$ cat src/logic/dpop_params.svh
`ifndef DPOP_PARAMS_SVH
`define DPOP_PARAMS_SVH

// ----------------------------------------
// Register offsets
// ----------------------------------------
`define DPOP_CTRL_OFFSET          12'h000
`define DPOP_STATUS_OFFSET        12'h004
`define DPOP_INT_STATUS_OFFSET    12'h008
`define DPOP_INT_MASK_OFFSET      12'h00c

// ----------------------------------------
// Control fields
// ----------------------------------------
`define DPOP_CTRL_LATCH_RISING    0
`define DPOP_CTRL_SPREAD_WIDE     1
`define DPOP_CTRL_RANGE_LO        2
`define DPOP_CTRL_RANGE_HI        3
`define DPOP_CTRL_DRIVE_EN        4
`define DPOP_CTRL_SLEEP_N         5
`define DPOP_CTRL_RESET           6'h10

// ----------------------------------------
// Status and interrupt fields
// ----------------------------------------
`define DPOP_STAT_LOCKED          0
`define DPOP_STAT_SEARCHING       1
`define DPOP_STAT_REF_LOCKING     2
`define DPOP_STAT_ACTIVITY        3
`define DPOP_STAT_PLL_RUN         4
`define DPOP_INT_LOCK_GAINED      0
`define DPOP_INT_SEARCH_TIMEOUT   1
`define DPOP_INT_ACTIVITY_LOST    2
`define DPOP_INT_RESET            3'h0

// ----------------------------------------
// Timing counts
// ----------------------------------------
`define DPOP_REF_LOCK_CYCLES      16928
`define DPOP_SEARCH_TIMEOUT       4194304
`define DPOP_SPREAD_WAIT_CYCLES   288

`endif

$ cat src/logic/dpop_pkg.sv
package dpop_pkg;

  typedef enum logic [4:0] {
    st_off       = 5'h01,
    st_ref_lock  = 5'h02,
    st_search    = 5'h04,
    st_spread    = 5'h08,
    st_locked    = 5'h10
  } dpop_lock_state_type;

  typedef struct packed {
    logic                ref_s1;
    logic                ref_s2;
    logic                ref_d;
    logic                rec_s1;
    logic                rec_s2;
    logic                rec_d;
    logic                act_s1;
    logic                act_s2;
    logic                act_d;
    logic                tw_s1;
    logic                tw_s2;
    logic [27:0]         dat_s1;
    logic [27:0]         dat_s2;
    dpop_lock_state_type lock_state;
    logic [22:0]         count;
    logic [27:0]         pend;
    logic                clk_out;
    logic                stretch;
    logic [17:0]         pixel;
    logic [8:0]          control;
    logic                phase;
    logic                lock_n;
    logic                oe_data;
    logic                oe_clock;
    logic                oe_lock;
    logic                pll_run;
    logic [5:0]          ctrl;
    logic [2:0]          int_status;
    logic [2:0]          int_mask;
    logic [31:0]         prdata;
    logic                pready;
    logic                pslverr;
    logic                irq;
  } dpop_regs_type;

endpackage

$ cat src/logic/dpop_output_port.sv
// Function
// - The latch-edge select picks the output clock edge at which the downstream chip samples.
// - The spread select chooses 4 percent spread when high and 2 percent when low.
// - The control word outputs change only while the phase flag is low and hold otherwise.
// - The pixel word outputs change only while the phase flag is high and hold otherwise.
// - The phase flag is high when pixel words are active and low when control words are.
// - The active-low sync status marks the data outputs valid only while it is low.
// - Drive enable low floats every single-ended output except the sync status.
// - Sleep request low floats all outputs and stops the PLL; high relocks to reference then link.
// - A transition word after reference lock drops sync status and switches to the link clock.
// - No transition word within the timeout raises sync status, zeroes outputs, keeps searching.
// - A silent serial input raises sync status, zeroes the data outputs, passes the reference.
`timescale 1ns/1ps
`default_nettype none
`include "dpop_params.svh"

module dpop_output_port
  import dpop_pkg::*;
#(
  parameter int REF_LOCK_CYCLES  = `DPOP_REF_LOCK_CYCLES,
  parameter int SEARCH_TIMEOUT   = `DPOP_SEARCH_TIMEOUT,
  parameter bit HAS_SPREAD       = 1'b1
) (
  input  wire logic        pclk,                // System clock
  input  wire logic        presetn,             // Async reset, active low
  input  wire logic        psel,                // APB select
  input  wire logic        penable,             // APB access phase
  input  wire logic        pwrite,              // APB direction
  input  wire logic [11:0] paddr,               // APB byte address
  input  wire logic [31:0] pwdata,              // APB write data
  output logic      [31:0] prdata,              // APB read data
  output logic             pready,              // APB ready
  output logic             pslverr,             // APB error
  output logic             irq,                 // Level interrupt
  input  wire logic        reference_clock_in,  // Reference clock pin
  input  wire logic        recovered_clock_in,  // Link clock from decoder
  input  wire logic        link_activity,       // Serial input switching
  input  wire logic        link_transition,     // Word is a transition word
  input  wire logic        link_phase,          // Word is a video word
  input  wire logic [17:0] link_pixel,          // Decoded pixel word
  input  wire logic [8:0]  link_control,        // Decoded control word
  output logic      [17:0] pixel_word_out,      // Pixel word pins
  output logic      [8:0]  control_word_out,    // Control word pins
  output logic             video_phase_flag,    // Phase flag pin
  output logic             sync_status_n,       // Sync status, low when valid
  output logic             parallel_clock_out,  // Output clock pin
  output logic             data_oe,             // Enable: pixel, control, phase
  output logic             clock_oe,            // Enable: output clock
  output logic             sync_status_oe,      // Enable: sync status
  output logic             pll_run,             // PLL running
  output logic             spread_wide,         // Spread amount select
  output logic             range_select_hi,     // Frequency band, high bit
  output logic             range_select_lo      // Frequency band, low bit
);

  dpop_regs_type r;
  dpop_regs_type next_r;

  logic        src_now;
  logic        src_prev;
  logic        src_rise;
  logic        clk_rise;
  logic        clk_fall;
  logic        rec_rise;
  logic        ref_rise;
  logic        apb_access;
  logic        apb_done;
  logic        mapped;
  logic [2:0]  events;
  logic [31:0] rd_word;
  logic        sleeping;
  logic        use_rec;
  logic        data_edge;

  // ----------------------------------------
  // Combinational next state
  // ----------------------------------------
  always_comb begin
    next_r = r;
    events = 3'h0;

    // Pins cross into pclk through two flops
    next_r.ref_s1 = reference_clock_in;
    next_r.ref_s2 = r.ref_s1;
    next_r.ref_d  = r.ref_s2;
    next_r.rec_s1 = recovered_clock_in;
    next_r.rec_s2 = r.rec_s1;
    next_r.rec_d  = r.rec_s2;
    next_r.act_s1 = link_activity;
    next_r.act_s2 = r.act_s1;
    next_r.act_d  = r.act_s2;
    next_r.tw_s1  = link_transition;
    next_r.tw_s2  = r.tw_s1;
    next_r.dat_s1 = {link_phase, link_pixel, link_control};
    next_r.dat_s2 = r.dat_s1;

    rec_rise = r.rec_s2 & ~r.rec_d;
    ref_rise = r.ref_s2 & ~r.ref_d;
    sleeping = ~r.ctrl[`DPOP_CTRL_SLEEP_N];
    use_rec  = r.lock_state == st_spread || r.lock_state == st_locked;

    // Word captured on the link clock edge, applied later on the safe edge
    if (rec_rise) begin
      next_r.pend = r.dat_s2;
    end

    // ----------------------------------------
    // Lock sequence
    // ----------------------------------------
    clk_rise = r.clk_out == 1'b0 && next_clk_level(r) == 1'b1;
    unique case (r.lock_state)
      st_off: begin
        next_r.count = 23'h0;
        if (!sleeping) begin
          next_r.lock_state = st_ref_lock;
        end
      end
      st_ref_lock: begin
        // Synced reference rises stand in for the loop's settle time
        if (ref_rise) begin
          if (r.count == 23'(REF_LOCK_CYCLES - 1)) begin
            next_r.count      = 23'h0;
            next_r.lock_state = st_search;
          end else begin
            next_r.count = r.count + 23'h1;
          end
        end
      end
      st_search: begin
        // A transition word needs a live link; a timeout just restarts the hunt
        if (rec_rise && r.tw_s2 && r.act_s2) begin
          next_r.count   = 23'h0;
          next_r.stretch = 1'b1;
          if (HAS_SPREAD) begin
            next_r.lock_state = st_spread;
          end else begin
            next_r.lock_state = st_locked;
            events[`DPOP_INT_LOCK_GAINED] = 1'b1;
          end
        end else if (clk_rise) begin
          if (r.count == 23'(SEARCH_TIMEOUT - 1)) begin
            next_r.count = 23'h0;
            events[`DPOP_INT_SEARCH_TIMEOUT] = 1'b1;
          end else begin
            next_r.count = r.count + 23'h1;
          end
        end
      end
      st_spread: begin
        // Lock is reported only once the spread loop has settled
        if (clk_rise) begin
          if (r.count == 23'(`DPOP_SPREAD_WAIT_CYCLES - 1)) begin
            next_r.count      = 23'h0;
            next_r.lock_state = st_locked;
            events[`DPOP_INT_LOCK_GAINED] = 1'b1;
          end else begin
            next_r.count = r.count + 23'h1;
          end
        end
      end
      st_locked: begin
        next_r.count = 23'h0;
      end
    endcase

    // Silent link drops lock from any post-reference state
    if (!r.act_s2 && use_rec) begin
      next_r.lock_state = st_search;
      next_r.count      = 23'h0;
      next_r.stretch    = 1'b1;
    end
    // Activity loss is news only once the link has been watched
    if (r.act_d && !r.act_s2 && r.lock_state != st_off && r.lock_state != st_ref_lock) begin
      events[`DPOP_INT_ACTIVITY_LOST] = 1'b1;
    end
    if (sleeping) begin
      next_r.lock_state = st_off;
      next_r.count      = 23'h0;
      next_r.stretch    = 1'b0;
    end

    // ----------------------------------------
    // Output clock and stretch
    // ----------------------------------------
    next_r.clk_out = next_clk_level(r);
    // Both sources pass the same two flops, so a switch adds no extra delay
    if (use_rec) begin
      src_now  = r.rec_s2;
      src_prev = r.rec_d;
    end else begin
      src_now  = r.ref_s2;
      src_prev = r.ref_d;
    end
    src_rise = src_now & ~src_prev;
    // Holding high until the new source rises avoids a runt pulse
    if (r.stretch && src_rise) begin
      next_r.stretch = 1'b0;
    end
    clk_fall = r.clk_out & ~next_r.clk_out;
    clk_rise = ~r.clk_out & next_r.clk_out;
    // Data move on the edge the downstream chip does not sample
    data_edge = r.ctrl[`DPOP_CTRL_LATCH_RISING] ? clk_fall : clk_rise;

    // ----------------------------------------
    // Data outputs
    // ----------------------------------------
    if (r.lock_state != st_locked) begin
      next_r.pixel   = 18'h0;
      next_r.control = 9'h0;
      next_r.phase   = 1'b0;
    end else if (data_edge) begin
      next_r.phase = r.pend[27];
      if (r.pend[27]) begin
        next_r.pixel = r.pend[26:9];
      end else begin
        next_r.control = r.pend[8:0];
      end
    end
    next_r.lock_n  = (next_r.lock_state != st_locked);
    next_r.pll_run = (next_r.lock_state != st_off);

    // ----------------------------------------
    // Output enables
    // ----------------------------------------
    // Sync status keeps its driver so a shared bus still sees lock state
    next_r.oe_lock  = !sleeping;
    next_r.oe_data  = !sleeping && r.ctrl[`DPOP_CTRL_DRIVE_EN];
    next_r.oe_clock = !sleeping && r.ctrl[`DPOP_CTRL_DRIVE_EN];

    // ----------------------------------------
    // APB slave
    // ----------------------------------------
    apb_access = psel & penable;
    apb_done   = apb_access & r.pready;
    mapped     = paddr == `DPOP_CTRL_OFFSET || paddr == `DPOP_STATUS_OFFSET ||
                 paddr == `DPOP_INT_STATUS_OFFSET || paddr == `DPOP_INT_MASK_OFFSET;
    rd_word = 32'h0;
    unique case (paddr)
      `DPOP_CTRL_OFFSET: begin
        rd_word[5:0] = r.ctrl;
      end
      `DPOP_STATUS_OFFSET: begin
        rd_word[`DPOP_STAT_LOCKED]      = ~r.lock_n;
        rd_word[`DPOP_STAT_SEARCHING]   = r.lock_state == st_search;
        rd_word[`DPOP_STAT_REF_LOCKING] = r.lock_state == st_ref_lock;
        rd_word[`DPOP_STAT_ACTIVITY]    = r.act_s2;
        rd_word[`DPOP_STAT_PLL_RUN]     = r.pll_run;
      end
      `DPOP_INT_STATUS_OFFSET: begin
        rd_word[2:0] = r.int_status;
      end
      `DPOP_INT_MASK_OFFSET: begin
        rd_word[2:0] = r.int_mask;
      end
      default: begin
        rd_word = 32'h0;
      end
    endcase

    // One wait state keeps prdata and pready straight from flops
    next_r.pready  = apb_access & ~r.pready;
    next_r.pslverr = apb_access & ~r.pready & ~mapped;
    if (apb_access && !r.pready) begin
      next_r.prdata = pwrite ? 32'h0 : rd_word;
    end

    // Sticky status: a new event beats a write-one clear
    next_r.int_status = r.int_status;
    if (apb_done && pwrite && paddr == `DPOP_INT_STATUS_OFFSET) begin
      next_r.int_status = r.int_status & ~pwdata[2:0];
    end
    next_r.int_status = next_r.int_status | events;
    // Writes land only in the ready cycle, so a stretched access writes once
    if (apb_done && pwrite && paddr == `DPOP_CTRL_OFFSET) begin
      next_r.ctrl = pwdata[5:0];
    end
    if (apb_done && pwrite && paddr == `DPOP_INT_MASK_OFFSET) begin
      next_r.int_mask = pwdata[2:0];
    end
    next_r.irq = |(next_r.int_status & next_r.int_mask);
  end

  // ----------------------------------------
  // Output clock source
  // ----------------------------------------
  // Parks low while asleep; the pin goes low one cycle after its driver turns off
  function automatic logic next_clk_level(input dpop_regs_type s);
    logic use_rec;
    use_rec = s.lock_state == st_spread || s.lock_state == st_locked;
    if (s.lock_state == st_off) begin
      next_clk_level = 1'b0;
    end else if (s.stretch) begin
      next_clk_level = 1'b1;
    end else if (use_rec) begin
      next_clk_level = s.rec_s2;
    end else begin
      next_clk_level = s.ref_s2;
    end
  endfunction

  // ----------------------------------------
  // State register
  // ----------------------------------------
  always_ff @(posedge pclk or negedge presetn) begin
    if (!presetn) begin
      r            <= '0;
      r.lock_state <= st_off;
      r.lock_n     <= 1'b1;
      r.ctrl       <= `DPOP_CTRL_RESET;
      r.int_status <= `DPOP_INT_RESET;
      r.int_mask   <= `DPOP_INT_RESET;
    end else begin
      r <= next_r;
    end
  end

  // ----------------------------------------
  // Outputs
  // ----------------------------------------
  assign prdata             = r.prdata;
  assign pready             = r.pready;
  assign pslverr            = r.pslverr;
  assign irq                = r.irq;
  assign pixel_word_out     = r.pixel;
  assign control_word_out   = r.control;
  assign video_phase_flag   = r.phase;
  assign sync_status_n      = r.lock_n;
  assign parallel_clock_out = r.clk_out;
  assign data_oe            = r.oe_data;
  assign clock_oe           = r.oe_clock;
  assign sync_status_oe     = r.oe_lock;
  assign pll_run            = r.pll_run;
  assign spread_wide        = r.ctrl[`DPOP_CTRL_SPREAD_WIDE];
  assign range_select_hi    = r.ctrl[`DPOP_CTRL_RANGE_HI];
  assign range_select_lo    = r.ctrl[`DPOP_CTRL_RANGE_LO];

endmodule

`default_nettype wire

$ cat config.mk
export PLATFORM = sky130hd
export DESIGN_NAME = dpop_output_port
export DESIGN_NICKNAME = d
export VERILOG_FILES = /design/src/logic/dpop_pkg.sv /design/src/logic/dpop_output_port.sv
export VERILOG_INCLUDE_DIRS = /design/src /design/src/logic
export SDC_FILE = /design/constraint.sdc
export NUM_CORES = 1
export LEC_CHECK = 0
export ABC_AREA = 1
export BUFFER_PORTS_ARGS = -buffer_cell sky130_fd_sc_hd__buf_2
export CORE_UTILIZATION = 30
export CTS_CLUSTER_SIZE = 30
export DETAILED_ROUTE_END_ITERATION = 8
export GPL_TIMING_DRIVEN = 1
export SLEW_MARGIN = 10
export SYNTH_ARGS = -nofsm -noshare
export SYNTH_HDL_FRONTEND = slang
export SYNTH_SLANG_ARGS = --single-unit
$ cat constraint.sdc
create_clock -name pclk -period 2.6 [get_ports pclk]
set_input_delay 0.52 -clock pclk [delete_from_list [all_inputs] [get_ports pclk]]
set_output_delay 0.52 -clock pclk [all_outputs]
set_load 0.03 [all_outputs]
==> impl_metrics.env <==
export IMPL_vias_per_cell=4.38
export IMPL_die_h_um=161
export IMPL_yosysTopAreaCell="dfrtp_1"
export IMPL_cts_setup_buffers=0
export IMPL_final_cell_mix="nand2_1 (177), dfrtp_1 (175), buf_2 (99)"
export IMPL_drt_iter0_markers=336
export IMPL_grt_pass1_vias=5158
export IMPL_drive_gt1_frac=0.226
export IMPL_peakVddDrop_v=0.000377
export IMPL_clk_insertion_delay_late_ps=430
export IMPL_cts_resized=0
export IMPL_arrival_ps=2620
export IMPL_setup_tns_final_ps=0
export IMPL_wl_per_cell_um=12.9
export IMPL_critPathTopFamily="simple AND/OR/NAND/NOR gates"
export IMPL_ios=153
export IMPL_worstSetupEndpoint="pixel_word_out[10]"
export IMPL_worstHoldPathType="in -> async"
export IMPL_critPathLaunch="r[135]"
export IMPL_dieArea_um2=25900
export IMPL_reg2reg_depth=10
export IMPL_clock_skew_ps=10.5
export IMPL_period_share=0.891
export IMPL_power_leakage_nw=4.48
export IMPL_r2r_start="r[135]"
export IMPL_start_kind="flip-flop"
export IMPL_fp_coreArea_um2=24500
export IMPL_layout_commonest_cell="nand2_1"
export IMPL_routed_wl_mm=15.5
export IMPL_setup_viol=0
export IMPL_grt_usage=0.128
export IMPL_grt_ovfl_total=0
export IMPL_worst_slew_pin_slew_ps=711
export IMPL_synth_distinct_cells=42
export IMPL_drc=0
export IMPL_vias=5243
export IMPL_final_max_slew_viol_count=0
export IMPL_cts_made_buffers=17
export IMPL_antennaDiodeCount=0
export IMPL_cts_buffer_depth=2
export IMPL_initial_core_util=0.309
export IMPL_critPathMaxStageDelay_ps=450
export IMPL_dpl_worst_slack_ps=310
export IMPL_post_dp_hpwl_mm=10.9
export IMPL_dp_cells=1164
export IMPL_powerDensity_nw_per_um2=800
export IMPL_fillers=2484
export IMPL_instances_no_fill=1196
export IMPL_die_w_um=161
export IMPL_rows=57
export IMPL_crit_cells=10
export IMPL_max_freq_mhz=431
export IMPL_endpoint_kind="flip-flop"
export IMPL_slew_headroom=0.523
export IMPL_path_buf_inv=0
export IMPL_path_max_fanout=18
export IMPL_yosys_warnings=0
export IMPL_synth_area_leaders="dfrtp_1 (58%), nand2_1 (8.8%), buf_4 (6.2%)"
export IMPL_layout_nets=941
export IMPL_multiInputGateArea_um2=2410
export IMPL_syn_to_final_growth_pct=16.2
export IMPL_syn_instance_count=774
export IMPL_firstDrtPassIters=5
export IMPL_antenna_found_initial=0
export IMPL_setup_ws_ps=282
export IMPL_synth_edff_count=0
export IMPL_hold_violations=0
export IMPL_synth_area_um2=7590
export IMPL_cts_tree="built"
export IMPL_cts_root_buf="clkbuf_16"
export IMPL_maxCapViolations=0
export IMPL_fin_crit_ps=2320
export IMPL_async_flop_share=1.00
export IMPL_cp_cell_sequence="nor2_2 > nand3_1 > nand2_2 > nand2_2 > nand3_2 > nand3_4 > o211ai_4 > nand2_4 > nand2_1 > nand2_1"
export IMPL_finalPower_mw=7.05
export IMPL_ys_ff_latch=178
export IMPL_ant_nets=0
export IMPL_worstReg2RegEnd="pixel_word_out[10]"
export IMPL_hold_buffers=0
export IMPL_r2r_slack_ps=280
export IMPL_clkTransAtPathRegs_ps=70
export IMPL_timing_worst_setup_path_type="reg -> reg"
export IMPL_gp_congestion=0.891
export IMPL_yosysSeqAreaShare=0.587
export IMPL_grt_first_pass_wirelength_mm=26.3
export IMPL_synth_top_area_share=0.577
export IMPL_grt_max_degree=58
export IMPL_rsz0062_at_grt="false"
export IMPL_slowest_stage="dfrtp_1"
export IMPL_port_buffers=100
export IMPL_syn_area_per_cell_um2=9.80
export IMPL_ys_flop_type="dfrtp_1"
export IMPL_htreeDepth=4
export IMPL_status="complete, no violations"
export IMPL_regArea_um2=4460
export IMPL_cp_required_ps=2910
export IMPL_cts_sink_count=178
-- Yosys cell counts, drive strengths merged, types with 2 or more instances --
library cell	number
dfrtp	175
clkbuf	5
nand3	71
nor2	61
nand3b	3
o21ai	33
a22o	2
or2	3
mux2	30
buf	69
dfstp	3
nand4	27
nor3	9
nor4	3
a31oi	2
nand2	182
inv	73
a21oi	11
-- power breakdown --
| group | switching [mW] | internal (mW) | total, mW |
|---|---|---|---|
| clock network | 1.11 | 1.56 | 2.67 |
| logic | 0.917 | 0.419 | 1.34 |
| registers | 0.108 | 2.94 | 3.05 |
| total | 2.13 | 4.92 | 7.05 |
-- cell type report --
type | instances | share of cell area
Inverter | 74 | 0.0315
Multi-Input combinational cell | 473 | 0.273
Clock inverter | 12 | 0.0190
Tap cell | 324 | 0.0460
Timing Repair Buffer | 115 | 0.0745
Sequential cell | 178 | 0.506
Clock buffer | 20 | 0.0507
-- kinds of logic after synthesis --
group | synth area share
fa+ha+maj | 0.00165
other cells | 0.000494
flops | 0.587
simple gates | 0.216
buf+inv | 0.108
mux | 0.0458
compound gates | 0.0409
-- state kept, by name, summed over array words and instances, names as in the netlist, 6 cells and up --
signal and count:
control_word_out 9, next_r 36, pixel_word_out 18, prdata 6, r 97
-- worst min-delay path by stage --
stage / startpoint / end / slack (ps) / cells after the start
after global placement: next_r[159] / r[159] / 330 / 0
after CTS: presetn / next_r[161] / 60 / 1
after global routing: presetn / next_r[158] / 70 / 1
final: presetn / next_r[161] / 50 / 1
after detailed placement: next_r[148] / r[148] / 330 / 0
after floorplan: presetn / clock_oe / 220 / 0
-- worst reg2reg max path, delay by kind of cell (launching register included) --
kind / cells / cell delay, ps
AOI/OAI and AO/OA: 1 / 440
and+or+nand+nor: 9 / 1300
DFF: 1 / 450
-- layer usage --
layer | track usage | vias to the layer above | routed length (um) | share of wire
met5 | 0 | - | 0 | 0
met3 | 0.0288 | 19 | 695 | 0.045
met1 | 0.175 | 2497 | 7450 | 0.48
met4 | 0.0472 | 0 | 192 | 0.012
met2 | 0.198 | 126 | 7140 | 0.46
li1 | - | 2601 | - | -
-- stage by stage --
stage / utilization / cell area, um2 / hold slack (ps)
after floorplan: - / 7680 / 224
after global placement: 0.334 / 8200 / 332
after detailed placement: 0.334 / 8200 / 335
after CTS: 0.359 / 8820 / 58.8
after global routing: 0.359 / 8820 / 68.3
final: 0.359 / 8820 / 49.0
No activity file was read; power rests on OpenSTA's default activity.
